$ cat config.mk
export PLATFORM = sky130hd
export DESIGN_NAME = gsc_calib_seq
export DESIGN_NICKNAME = d
export VERILOG_FILES = /design/src/logic/gsc_pkg.sv /design/src/logic/gsc_sw_if.sv /design/src/logic/gsc_timebase.sv /design/src/logic/gsc_switch_filter.sv /design/src/logic/gsc_calib_seq.sv
export SDC_FILE = /design/constraint.sdc
export NUM_CORES = 1
export LEC_CHECK = 0
export ABC_AREA = 1
export ABC_CLOCK_PERIOD_IN_PS = 2400
export BUFFER_PORTS_ARGS = -buffer_cell sky130_fd_sc_hd__clkbuf_2
export CAP_MARGIN = 20
export CORE_UTILIZATION = 45
export DETAILED_ROUTE_END_ITERATION = 12
export SYNTH_ARGS = -nofsm -noshare
export SYNTH_HDL_FRONTEND = slang
export SYNTH_SLANG_ARGS = --single-unit
$ cat constraint.sdc
create_clock -name ref_clk -period 2.4 [get_ports ref_clk]
set_input_delay 0 -clock ref_clk [delete_from_list [all_inputs] [get_ports ref_clk]]
set_output_delay 0 -clock ref_clk [all_outputs]
set_load 0.05 [all_outputs]
$ cat src/logic/gsc_pkg.sv
package gsc_pkg;

    // time base
    localparam int CLK_HZ = 50_000_000;
    localparam int TICK_US = 1000;
    localparam int TICK_CYCLES = CLK_HZ / 1_000_000 * TICK_US;
    localparam int TICKS_PER_S = 1_000_000 / TICK_US;

    // times as printed, in their own units
    localparam int HOLD_S = 3;
    localparam int START_S = 4;
    localparam int AUTO_ZERO_S = 4;
    localparam int STABLE_S = 30;
    localparam int TIMEOUT_MIN = 12;
    localparam int DEBOUNCE_MS = 20;
    localparam int BLINK_MS = 250;

    // the same times as counts of ticks
    localparam int TMR_W = 20;
    localparam logic [TMR_W-1:0] HOLD_TICKS = TMR_W'(HOLD_S * TICKS_PER_S);
    localparam logic [TMR_W-1:0] START_TICKS = TMR_W'(START_S * TICKS_PER_S);
    localparam logic [TMR_W-1:0] AUTO_ZERO_TICKS = TMR_W'(AUTO_ZERO_S * TICKS_PER_S);
    localparam logic [TMR_W-1:0] STABLE_TICKS = TMR_W'(STABLE_S * TICKS_PER_S);
    localparam logic [TMR_W-1:0] TIMEOUT_TICKS = TMR_W'(TIMEOUT_MIN * 60 * TICKS_PER_S);
    localparam logic [7:0] DEBOUNCE_TICKS = 8'(DEBOUNCE_MS * 1000 / TICK_US);
    localparam logic [7:0] BLINK_TICKS = 8'(BLINK_MS * 1000 / TICK_US);

    // analog input
    localparam int ADC_W = 12;
    localparam int THRESH_PCT = 4;
    localparam logic [ADC_W-1:0] FULL_SCALE = 12'hFFF;
    localparam logic [ADC_W-1:0] LOW_LEVEL = ADC_W'(4095 * THRESH_PCT / 100);
    localparam logic [ADC_W-1:0] STABLE_BAND = 12'h010;
    localparam logic [ADC_W-1:0] ZERO_REF_RST = 12'h000;
    localparam logic [ADC_W-1:0] SPAN_REF_RST = 12'hFFF;

    // calibration log
    localparam int LOG_AW = 3;
    localparam logic [LOG_AW-1:0] LOG_FIRST = 3'h0;

    typedef enum logic [1:0] {
        GSC_LOG_ZERO,
        GSC_LOG_SPAN,
        GSC_LOG_ABORT
    } gsc_log_kind_t;

    typedef enum logic [2:0] {
        ST_IDLE,
        ST_WAIT_ZERO,
        ST_SPAN_WAIT,
        ST_FINISH_WAIT,
        ST_AUTO_ZERO,
        ST_AUTO_GAS,
        ST_AUTO_FALL,
        ST_ABORT
    } gsc_state_t;

endpackage

$ cat src/logic/gsc_sw_if.sv
`timescale 1ns/10ps
interface gsc_sw_if;
    logic tick;
    logic blink;
    logic reed;
    logic repl_press;

    modport timebase (output tick, output blink);
    modport filter (input tick, output reed, output repl_press);
    modport core (input tick, input blink, input reed, input repl_press);
endinterface

$ cat src/logic/gsc_timebase.sv
`timescale 1ns/10ps
module gsc_timebase #(
    parameter int TICK_CYCLES = gsc_pkg::TICK_CYCLES
) (
    // clock and reset
    input wire logic ref_clk,
    input wire logic reset,
    input wire logic clk_en,
    // time base out
    gsc_sw_if.timebase sw
);

    logic [31:0] pre;
    logic [7:0] blink_cnt;

    always_ff @(posedge ref_clk) begin
        if (reset) begin
            pre <= 32'h0;
            sw.tick <= 1'b0;
        end else if (clk_en) begin
            sw.tick <= (pre == 32'(TICK_CYCLES - 1));
            if (pre == 32'(TICK_CYCLES - 1)) begin
                pre <= 32'h0;
            end else begin
                pre <= pre + 32'h1;
            end
        end
    end

    always_ff @(posedge ref_clk) begin
        if (reset) begin
            blink_cnt <= 8'h00;
            sw.blink <= 1'b0;
        end else if (clk_en && sw.tick) begin
            if (blink_cnt == gsc_pkg::BLINK_TICKS - 8'h01) begin
                blink_cnt <= 8'h00;
                sw.blink <= ~sw.blink;
            end else begin
                blink_cnt <= blink_cnt + 8'h01;
            end
        end
    end

endmodule // gsc_timebase

$ cat src/logic/gsc_switch_filter.sv
`timescale 1ns/10ps
module gsc_switch_filter (
    // clock and reset
    input wire logic ref_clk,
    input wire logic reset,
    input wire logic clk_en,
    // switch pins, low while closed
    input wire logic reed_closed_n,
    input wire logic repl_pressed_n,
    // filtered switches
    gsc_sw_if.filter sw
);

    logic [1:0] pin_n;
    logic [1:0] meta;
    logic [1:0] sync;
    logic [1:0] stable;
    logic repl_q;

    assign pin_n = {repl_pressed_n, reed_closed_n};

    genvar i;
    generate
        for (i = 0; i < 2; i++) begin : g_sw
            logic [7:0] cnt;
            always_ff @(posedge ref_clk) begin
                if (reset) begin
                    meta[i] <= 1'b0;
                    sync[i] <= 1'b0;
                end else if (clk_en) begin
                    meta[i] <= ~pin_n[i];
                    sync[i] <= meta[i];
                end
            end
            // level must differ for the whole window before it is taken
            always_ff @(posedge ref_clk) begin
                if (reset) begin
                    cnt <= 8'h00;
                    stable[i] <= 1'b0;
                end else if (clk_en) begin
                    if (sync[i] == stable[i]) begin
                        cnt <= 8'h00;
                    end else if (sw.tick) begin
                        if (cnt == gsc_pkg::DEBOUNCE_TICKS - 8'h01) begin
                            cnt <= 8'h00;
                            stable[i] <= sync[i];
                        end else begin
                            cnt <= cnt + 8'h01;
                        end
                    end
                end
            end
        end
    endgenerate

    always_ff @(posedge ref_clk) begin
        if (reset) begin
            repl_q <= 1'b0;
            sw.reed <= 1'b0;
            sw.repl_press <= 1'b0;
        end else if (clk_en) begin
            repl_q <= stable[1];
            sw.reed <= stable[0];
            sw.repl_press <= stable[1] & ~repl_q;
        end
    end

endmodule // gsc_switch_filter

$ cat src/logic/gsc_calib_seq.sv
// How it works
// - timeout before completion restores old coefficients, flashes red, logs an abort
// - manual timeout also restores, logs abort and flashes the calibrate LED
// - manual mode outside a replacement sequence: red LED blinks while the reed switch is closed
// - manual mode: reed held the hold time enters await-zero, calibrate LED blinks
// - await-zero: reed held the hold time logs, stores zero, calibrate LED steady
// - after zero capture the calibrate LED blinks while input is more than the low level above zero
// - reed held the hold time after zero logs, stores span, LED steady
// - next reed activation after span ends calibration, calibrate LED off
// - replacement press starts replacement sequence, calibrate LED flashes for zero
// - replacement zero writes log position zero before zero reference changes
// - replacement span writes log first register, then span reference changes
// - replacement press mid-run aborts it and restarts at await-zero
// - module reset aborts any replacement sequence
// - operator holds reed the start time; red flashes the indication time
// - automatic mode logs and captures zero after the capture interval, LED steady
// - automatic mode flashes calibrate LED once input shows gas
// - automatic span captured and logged after input stable for the interval
// - after automatic span wait for input below threshold, then finish, LED off
// - replacement sequence suppresses the zero-input fault indication
`timescale 1ns/10ps
module gsc_calib_seq #(
    parameter int TICK_CYCLES = gsc_pkg::TICK_CYCLES
) (
    // clock and reset
    input wire logic ref_clk,
    input wire logic reset,
    input wire logic clk_en,
    // operator switches and mode
    input wire logic reed_closed_n,
    input wire logic repl_pressed_n,
    input wire logic auto_mode,
    // digitised sensor loop
    input wire logic [gsc_pkg::ADC_W-1:0] sensor_value,
    // indicators
    output logic cal_led,
    output logic red_led,
    output logic fault_suppress,
    output logic cal_active,
    // coefficients
    output logic [gsc_pkg::ADC_W-1:0] zero_ref,
    output logic [gsc_pkg::ADC_W-1:0] span_ref,
    // calibration log write port
    output logic log_wr,
    output logic [gsc_pkg::LOG_AW-1:0] log_addr,
    output gsc_pkg::gsc_log_kind_t log_kind,
    output logic [gsc_pkg::ADC_W-1:0] log_data
);

    gsc_sw_if sw();

    gsc_timebase #(.TICK_CYCLES(TICK_CYCLES)) u_timebase (
        .ref_clk(ref_clk),
        .reset(reset),
        .clk_en(clk_en),
        .sw(sw)
    );

    gsc_switch_filter u_filter (
        .ref_clk(ref_clk),
        .reset(reset),
        .clk_en(clk_en),
        .reed_closed_n(reed_closed_n),
        .repl_pressed_n(repl_pressed_n),
        .sw(sw)
    );

    gsc_pkg::gsc_state_t state;
    logic repl_mode;
    logic reed_q;
    logic [gsc_pkg::TMR_W-1:0] hold_cnt;
    logic [gsc_pkg::TMR_W-1:0] step_cnt;
    logic [gsc_pkg::TMR_W-1:0] stable_cnt;
    logic [gsc_pkg::TMR_W-1:0] to_cnt;
    logic [gsc_pkg::ADC_W-1:0] anchor;
    logic [gsc_pkg::ADC_W-1:0] saved_zero;
    logic [gsc_pkg::ADC_W-1:0] saved_span;
    logic [gsc_pkg::ADC_W-1:0] above;
    logic [gsc_pkg::ADC_W-1:0] drift;
    logic [gsc_pkg::LOG_AW-1:0] log_ptr;
    logic pend_zero;
    logic pend_span;

    logic tick;
    logic blink;
    logic reed;
    logic repl_press;
    logic reed_rise;
    logic hold_evt;
    logic start_evt;
    logic gas_seen;
    logic below_low;
    logic timed;
    logic timeout_hit;
    logic start_man;
    logic start_auto;
    logic cap_zero;
    logic cap_span;

    assign tick = sw.tick;
    assign blink = sw.blink;
    assign reed = sw.reed;
    assign repl_press = sw.repl_press;
    assign reed_rise = reed & ~reed_q;

    // closure timing
    assign hold_evt = reed && tick && hold_cnt == gsc_pkg::HOLD_TICKS - 20'h1;
    assign start_evt = reed && tick && hold_cnt == gsc_pkg::START_TICKS - 20'h1;

    // input measured against the zero reference, drift against the anchor
    assign above = (sensor_value > zero_ref) ? sensor_value - zero_ref : 12'h000;
    assign drift = (sensor_value > anchor) ? sensor_value - anchor : anchor - sensor_value;
    assign gas_seen = above > gsc_pkg::LOW_LEVEL;
    assign below_low = above < gsc_pkg::LOW_LEVEL;

    // replacement runs are never timed out
    assign timed = state != gsc_pkg::ST_IDLE && state != gsc_pkg::ST_ABORT && !repl_mode;
    assign timeout_hit = timed && tick && to_cnt == gsc_pkg::TIMEOUT_TICKS - 20'h1;

    assign start_man = state == gsc_pkg::ST_IDLE && !auto_mode && hold_evt;
    assign start_auto = state == gsc_pkg::ST_IDLE && auto_mode && start_evt;
    assign cap_zero = !repl_press && !timeout_hit &&
        ((state == gsc_pkg::ST_WAIT_ZERO && hold_evt) ||
         (state == gsc_pkg::ST_AUTO_ZERO && tick &&
          step_cnt == gsc_pkg::AUTO_ZERO_TICKS - 20'h1));
    assign cap_span = !repl_press && !timeout_hit &&
        ((state == gsc_pkg::ST_SPAN_WAIT && hold_evt) ||
         (state == gsc_pkg::ST_AUTO_GAS && gas_seen && tick &&
          stable_cnt == gsc_pkg::STABLE_TICKS - 20'h1));

    // reed closure duration, saturates so each closure fires once
    always_ff @(posedge ref_clk) begin
        if (reset) begin
            hold_cnt <= 20'h0;
            reed_q <= 1'b0;
        end else if (clk_en) begin
            reed_q <= reed;
            if (!reed) begin
                hold_cnt <= 20'h0;
            end else if (tick && hold_cnt != gsc_pkg::START_TICKS) begin
                hold_cnt <= hold_cnt + 20'h1;
            end
        end
    end

    // whole-run timeout
    always_ff @(posedge ref_clk) begin
        if (reset) begin
            to_cnt <= 20'h0;
        end else if (clk_en) begin
            if (!timed || timeout_hit || repl_press) begin
                to_cnt <= 20'h0;
            end else if (tick) begin
                to_cnt <= to_cnt + 20'h1;
            end
        end
    end

    // automatic zero interval and span stability
    always_ff @(posedge ref_clk) begin
        if (reset) begin
            step_cnt <= 20'h0;
            stable_cnt <= 20'h0;
            anchor <= 12'h000;
        end else if (clk_en) begin
            if (state != gsc_pkg::ST_AUTO_ZERO) begin
                step_cnt <= 20'h0;
            end else if (tick) begin
                step_cnt <= step_cnt + 20'h1;
            end
            if (state != gsc_pkg::ST_AUTO_GAS || !gas_seen || drift > gsc_pkg::STABLE_BAND) begin
                stable_cnt <= 20'h0;
                anchor <= sensor_value;
            end else if (tick && stable_cnt != gsc_pkg::STABLE_TICKS) begin
                stable_cnt <= stable_cnt + 20'h1;
            end
        end
    end

    // sequencer
    always_ff @(posedge ref_clk) begin
        if (reset) begin
            state <= gsc_pkg::ST_IDLE;
            repl_mode <= 1'b0;
        end else if (clk_en) begin
            if (repl_press) begin
                state <= gsc_pkg::ST_WAIT_ZERO;
                repl_mode <= 1'b1;
            end else if (timeout_hit) begin
                state <= gsc_pkg::ST_ABORT;
            end else begin
                unique case (state)
                    gsc_pkg::ST_IDLE: begin
                        if (start_man) begin
                            state <= gsc_pkg::ST_WAIT_ZERO;
                        end else if (start_auto) begin
                            state <= gsc_pkg::ST_AUTO_ZERO;
                        end
                    end
                    gsc_pkg::ST_WAIT_ZERO: begin
                        if (cap_zero) begin
                            state <= gsc_pkg::ST_SPAN_WAIT;
                        end
                    end
                    gsc_pkg::ST_SPAN_WAIT: begin
                        if (cap_span) begin
                            state <= gsc_pkg::ST_FINISH_WAIT;
                        end
                    end
                    gsc_pkg::ST_FINISH_WAIT: begin
                        if (reed_rise) begin
                            state <= gsc_pkg::ST_IDLE;
                            repl_mode <= 1'b0;
                        end
                    end
                    gsc_pkg::ST_AUTO_ZERO: begin
                        if (cap_zero) begin
                            state <= gsc_pkg::ST_AUTO_GAS;
                        end
                    end
                    gsc_pkg::ST_AUTO_GAS: begin
                        if (cap_span) begin
                            state <= gsc_pkg::ST_AUTO_FALL;
                        end
                    end
                    gsc_pkg::ST_AUTO_FALL: begin
                        if (below_low) begin
                            state <= gsc_pkg::ST_IDLE;
                        end
                    end
                    gsc_pkg::ST_ABORT: begin
                        // abort stays shown until the operator acknowledges
                        if (reed_rise) begin
                            state <= gsc_pkg::ST_IDLE;
                        end
                    end
                endcase
            end
        end
    end

    // coefficients and log; a captured reference follows its log entry by one cycle, a timeout restore lands with its entry
    always_ff @(posedge ref_clk) begin
        if (reset) begin
            zero_ref <= gsc_pkg::ZERO_REF_RST;
            span_ref <= gsc_pkg::SPAN_REF_RST;
            saved_zero <= gsc_pkg::ZERO_REF_RST;
            saved_span <= gsc_pkg::SPAN_REF_RST;
            log_wr <= 1'b0;
            log_addr <= gsc_pkg::LOG_FIRST;
            log_kind <= gsc_pkg::GSC_LOG_ZERO;
            log_data <= 12'h000;
            log_ptr <= gsc_pkg::LOG_FIRST;
            pend_zero <= 1'b0;
            pend_span <= 1'b0;
        end else if (clk_en) begin
            log_wr <= 1'b0;
            pend_zero <= 1'b0;
            pend_span <= 1'b0;
            if (start_man || start_auto) begin
                saved_zero <= zero_ref;
                saved_span <= span_ref;
            end
            if (pend_zero) begin
                zero_ref <= log_data;
            end
            if (pend_span) begin
                span_ref <= log_data;
            end
            if (cap_zero || cap_span || timeout_hit) begin
                log_wr <= 1'b1;
                log_data <= sensor_value;
                pend_zero <= cap_zero;
                pend_span <= cap_span;
                if (repl_mode) begin
                    log_addr <= gsc_pkg::LOG_FIRST;
                end else begin
                    log_addr <= log_ptr;
                    log_ptr <= log_ptr + 3'h1;
                end
                if (timeout_hit) begin
                    log_kind <= gsc_pkg::GSC_LOG_ABORT;
                end else if (cap_zero) begin
                    log_kind <= gsc_pkg::GSC_LOG_ZERO;
                end else begin
                    log_kind <= gsc_pkg::GSC_LOG_SPAN;
                end
            end
            if (timeout_hit) begin
                zero_ref <= saved_zero;
                span_ref <= saved_span;
            end
        end
    end

    // indicators
    always_ff @(posedge ref_clk) begin
        if (reset) begin
            cal_led <= 1'b0;
            red_led <= 1'b0;
            fault_suppress <= 1'b0;
            cal_active <= 1'b0;
        end else if (clk_en) begin
            fault_suppress <= repl_mode;
            cal_active <= state != gsc_pkg::ST_IDLE && state != gsc_pkg::ST_ABORT;
            unique case (state)
                gsc_pkg::ST_IDLE: cal_led <= 1'b0;
                gsc_pkg::ST_WAIT_ZERO: cal_led <= blink;
                gsc_pkg::ST_SPAN_WAIT: cal_led <= gas_seen ? blink : 1'b1;
                gsc_pkg::ST_FINISH_WAIT: cal_led <= 1'b1;
                gsc_pkg::ST_AUTO_ZERO: cal_led <= blink;
                gsc_pkg::ST_AUTO_GAS: cal_led <= gas_seen ? blink : 1'b1;
                gsc_pkg::ST_AUTO_FALL: cal_led <= 1'b1;
                gsc_pkg::ST_ABORT: cal_led <= blink;
            endcase
            if (state == gsc_pkg::ST_ABORT) begin
                red_led <= blink;
            end else if (!reed) begin
                red_led <= 1'b0;
            end else if (!auto_mode && !repl_mode) begin
                red_led <= blink;
            end else begin
                red_led <= blink && hold_cnt < gsc_pkg::HOLD_TICKS;
            end
        end
    end
endmodule // gsc_calib_seq

==> metrics.cfg <==
[drt]
vias_per_cell = 5.19
drt_drc_violations_left = 0
wl_um = 40800
postRouteAntennaNets = 0
number_of_iterations_in_the_first_detailed_routing_pass = 7
drt_iter0_drc = 854
num_vias = 14100
wl_per_cell_um = 15.0

[timing]
final.min_clock_period_ns = 2.84
finalHoldViolCount = 0
worst_slack_ns = -0.443
unrepaired_setup_endpoints_after_global_routing = yes
finalMaxSlewViolations = 0
clock_skew_ns = 0.0148
final-setup-viol-count = 58
finalHoldWorstSlack_ns = 0.335
worst-slew-pin-transition_ns = 0.576
slew-limit-headroom_pct = 61.3
layout_worst_path_cycle_share_pct = 118
max_freq_ghz = 0.352

[die]
count_of_pins_on_the_block_boundary = 64
die_h_um = 175
design.die.area_sq_mm = 0.0308
fp-row-count = 63
floorplan.initialDensity_pct = 45.6
design.core.area_sq_mm = 0.0296
die_w_um = 175

[logic_synthesis]
synth-main-ff-cell = dfxtp_1
synth.net_count = 2066
netlist.area_leader.share_pct = 35.4
synth.ff_latch_count = 239
warning_count_from_the_yosys_run = 0
post-synth-top-area-cell = dfxtp_1
yosysMostFrequentCell = nand2_1
post_synthesis_cell_area_sq_mm = 0.0135
synth_enable_flop_cells = 0
cell_types_occupying_the_most_area_after_synthesis = dfxtp_1, nand2_1, a21oi_1, inv_1, nor2_1
synth_commonest_cells = nand2_1, inv_1, dfxtp_1
synth.distinct_cells = 57
synth_seq_area_share_pct = 35.4
synth.avg_cell_area_sq_um = 6.77
synth_instances = 1998
ys_async_sr_fraction_pct = 0

[cts]
path_clk_slew_ns = 0.06
tritoncts_clock_tree = yes
cts_inserted_buffers = 28
clockBufferDepth = 3
cts_max_level = 1
cts_root_buf = clkbuf_16
insertion_delay_ns = 0.56
clock_sink_count = 239

[placed_design]
placedInstanceArea_sq_mm = 0.0159
dp_hpwl_um = 28300
place.gp.congestion = 0.950
numPortBuffers = 63
detailedPlace.worstSlack_ns = -0.357

[setup_path]
worst-path-max-fanout = 6
crit_top_cell = nor2_1
worst_setup_path_start_kind = flop
worstSetupPathType = flop to flop
worstPathBufferInverterCount = 6
cp.required_ns = 2.89
cpMaxStageDelayCell = dfxtp_4
crit_path_max_incr_delay_ns = 0.34
crit_path_end_kind = flop
crit_family = simple AND/OR/NAND/NOR gates
worst_ep_arrival_time_ns = 3.34
cp_cell_sequence = inv_1 -> ha_1 -> buf_4 -> inv_1 -> o21bai_1 -> nor2_1 -> nand3_4 -> buf_4 -> nand3_2 -> nand2_1 -> nand2_1 -> nor2_1 -> nor2_2 -> nand2_4 -> nand4_1 -> nand2_2 -> nand2_4 -> nand2_8 -> buf_6 -> inv_8 -> nor2_2 -> nor2_1

[final_layout]
nNetsFinal = 2375
postLayoutCellArea_sq_mm = 0.0184
final_core_density_pct = 62.2
diodes = 0
num-fill-cells = 2784
area.growth.synth_to_final_pct = 36.3
post_route_cells_drive_above_1_share_pct = 27.7

[flow_run]
max_cap_viol_count = 0

[grt]
global_route_wire_length_before_repair_um = 65900
grt.total_usage_pct = 25.9
antenna_violations_before_repair = 0
grt_overflow = 0
pin_count_of_the_biggest_net_entering_global_routing = 89
grt_pass1_vias = 13200

[status]
status = finished, violations left
violations = negative setup slack

[power_and_ir_drop]
total_power_uw = 10500
leakage_power_of_the_design_uw = 0.00766
vdd_drop_max_v = 0.000587
power_per_cell_area_mw_per_mm2 = 568

[min_path]
min_path_type = input port to flop

==> power by group <==
| group | internal (uW) | switching, uW |
|---|---|---|
| clock | 2750 | 1830 |
| sequential | 4010 | 41.8 |
| combinational | 767 | 1060 |
==> kinds of logic (layout without fill, tap and decap cells) <==
family	after synthesis	in the layout	share of synthesized area, %
XOR/XNOR	55	55	3.56
AND/OR/NAND/NOR	964	965	32.2
flip-flops	239	239	35.4
AO/OA/AOI/OAI	374	374	14.8
adder cells (fa/ha/maj)	50	50	4.79
buffers and inverters	316	646	9.23
==> worst register-to-register path: stages, from the launching register on <==
cell      delay (ns)
dfxtp_4         0.34
inv_1           0.05
ha_1            0.29
buf_4           0.14
inv_1           0.07
o21bai_1        0.06
nor2_1          0.24
nand3_4         0.13
buf_4           0.15
nand3_2         0.07
nand2_1         0.06
nand2_1         0.05
nor2_1          0.04
nor2_2          0.12
nand2_4         0.09
nand4_1         0.13
nand2_2         0.09
nand2_4         0.14
nand2_8         0.11
buf_6           0.16
inv_8           0.07
nor2_2          0.04
nor2_1          0.11
==> through the flow <==
| stage | std cells | setup TNS (ns) |
|---|---|---|
| 2_1_floorplan | 1998 | -5.06 |
| 3_3_place_gp | 2599 | -14.77 |
| 3_5_place_dp | 2599 | -16.83 |
| 4_1_cts | 2696 | -13.88 |
| 5_1_grt | 2719 | -36.73 |
| 6_report | 2719 | -20.99 |
==> flip-flops by register name (all words and copies together) (netlist names), 8 cells and up <==
signal	count
u_timebase.blink_cnt	8
u_filter.g_sw.cnt	16
u_timebase.pre	32
zero_ref	12
anchor	12
span_ref	12
log_data	12
saved_span	12
step_cnt	20
to_cnt	20
stable_cnt	20
hold_cnt	20
saved_zero	12
==> cell usage in the layout, fill, tap and decap left out, types with 16 or more instances in the layout <==
cell type	count
dlygate4sd3_1	19
buf_6	17
nor4_1	26
nor3_1	53
dfxtp_1	213
o21ai_2	23
xor2_1	46
nand4_1	72
nor2_1	158
a21oi_1	165
clkbuf_16	31
nand3_1	84
inv_2	16
nand2_1	397
o21ai_0	96
nor2_2	39
nand2_2	37
buf_4	229
nand3_2	24
a21oi_2	25
clkbuf_2	63
ha_4	18
ha_1	26
inv_1	234
==> metal layers <==
layer  vias up  GRT usage, %  routed length [um]
li1       7263             -                   -
met1      6500          35.7               19400
met2       284          43.0               18800
met3        59          3.18                1690
met4         0          6.01                 855
met5         -             0                   0
==> timing repair <==
action / CTS / global route
hold buffers: 19 / 0
pin swaps: 14 / 76
resized for setup: 101 / 156
endpoints found under the hold margin: 62 / 0
gates cloned: 4 / 3
buffers inserted: 23 / 23
endpoints found under the setup margin: 62 / 131
==> cell type report <==
type / count / area, sq um / share of cell area, %
sequential: 239 / 4850 / 26.3
timing repair inverter: 2 / 18.8 / 0.102
multi-input combinational: 1444 / 8520 / 46.2
timing repair buffer: 336 / 2590 / 14.0
clock buffer: 35 / 778 / 4.22
clock inverter: 17 / 220 / 1.19
inverter: 256 / 978 / 5.31
tap: 390 / 488 / 2.65
==> path summary, 6_finish.rpt <==
path | slack [ns] | end | depth (start not counted) | from
max reg2reg | -0.44 | log_data[4] | 22 | zero_ref[11]
min | 0.33 | u_timebase.pre[0] | 4 | clk_en
min reg2reg | 0.45 | u_timebase.pre[9] | 2 | u_timebase.pre[9]
max | -0.44 | log_data[4] | 22 | zero_ref[11]
No activity file was read; power rests on OpenSTA's default activity.
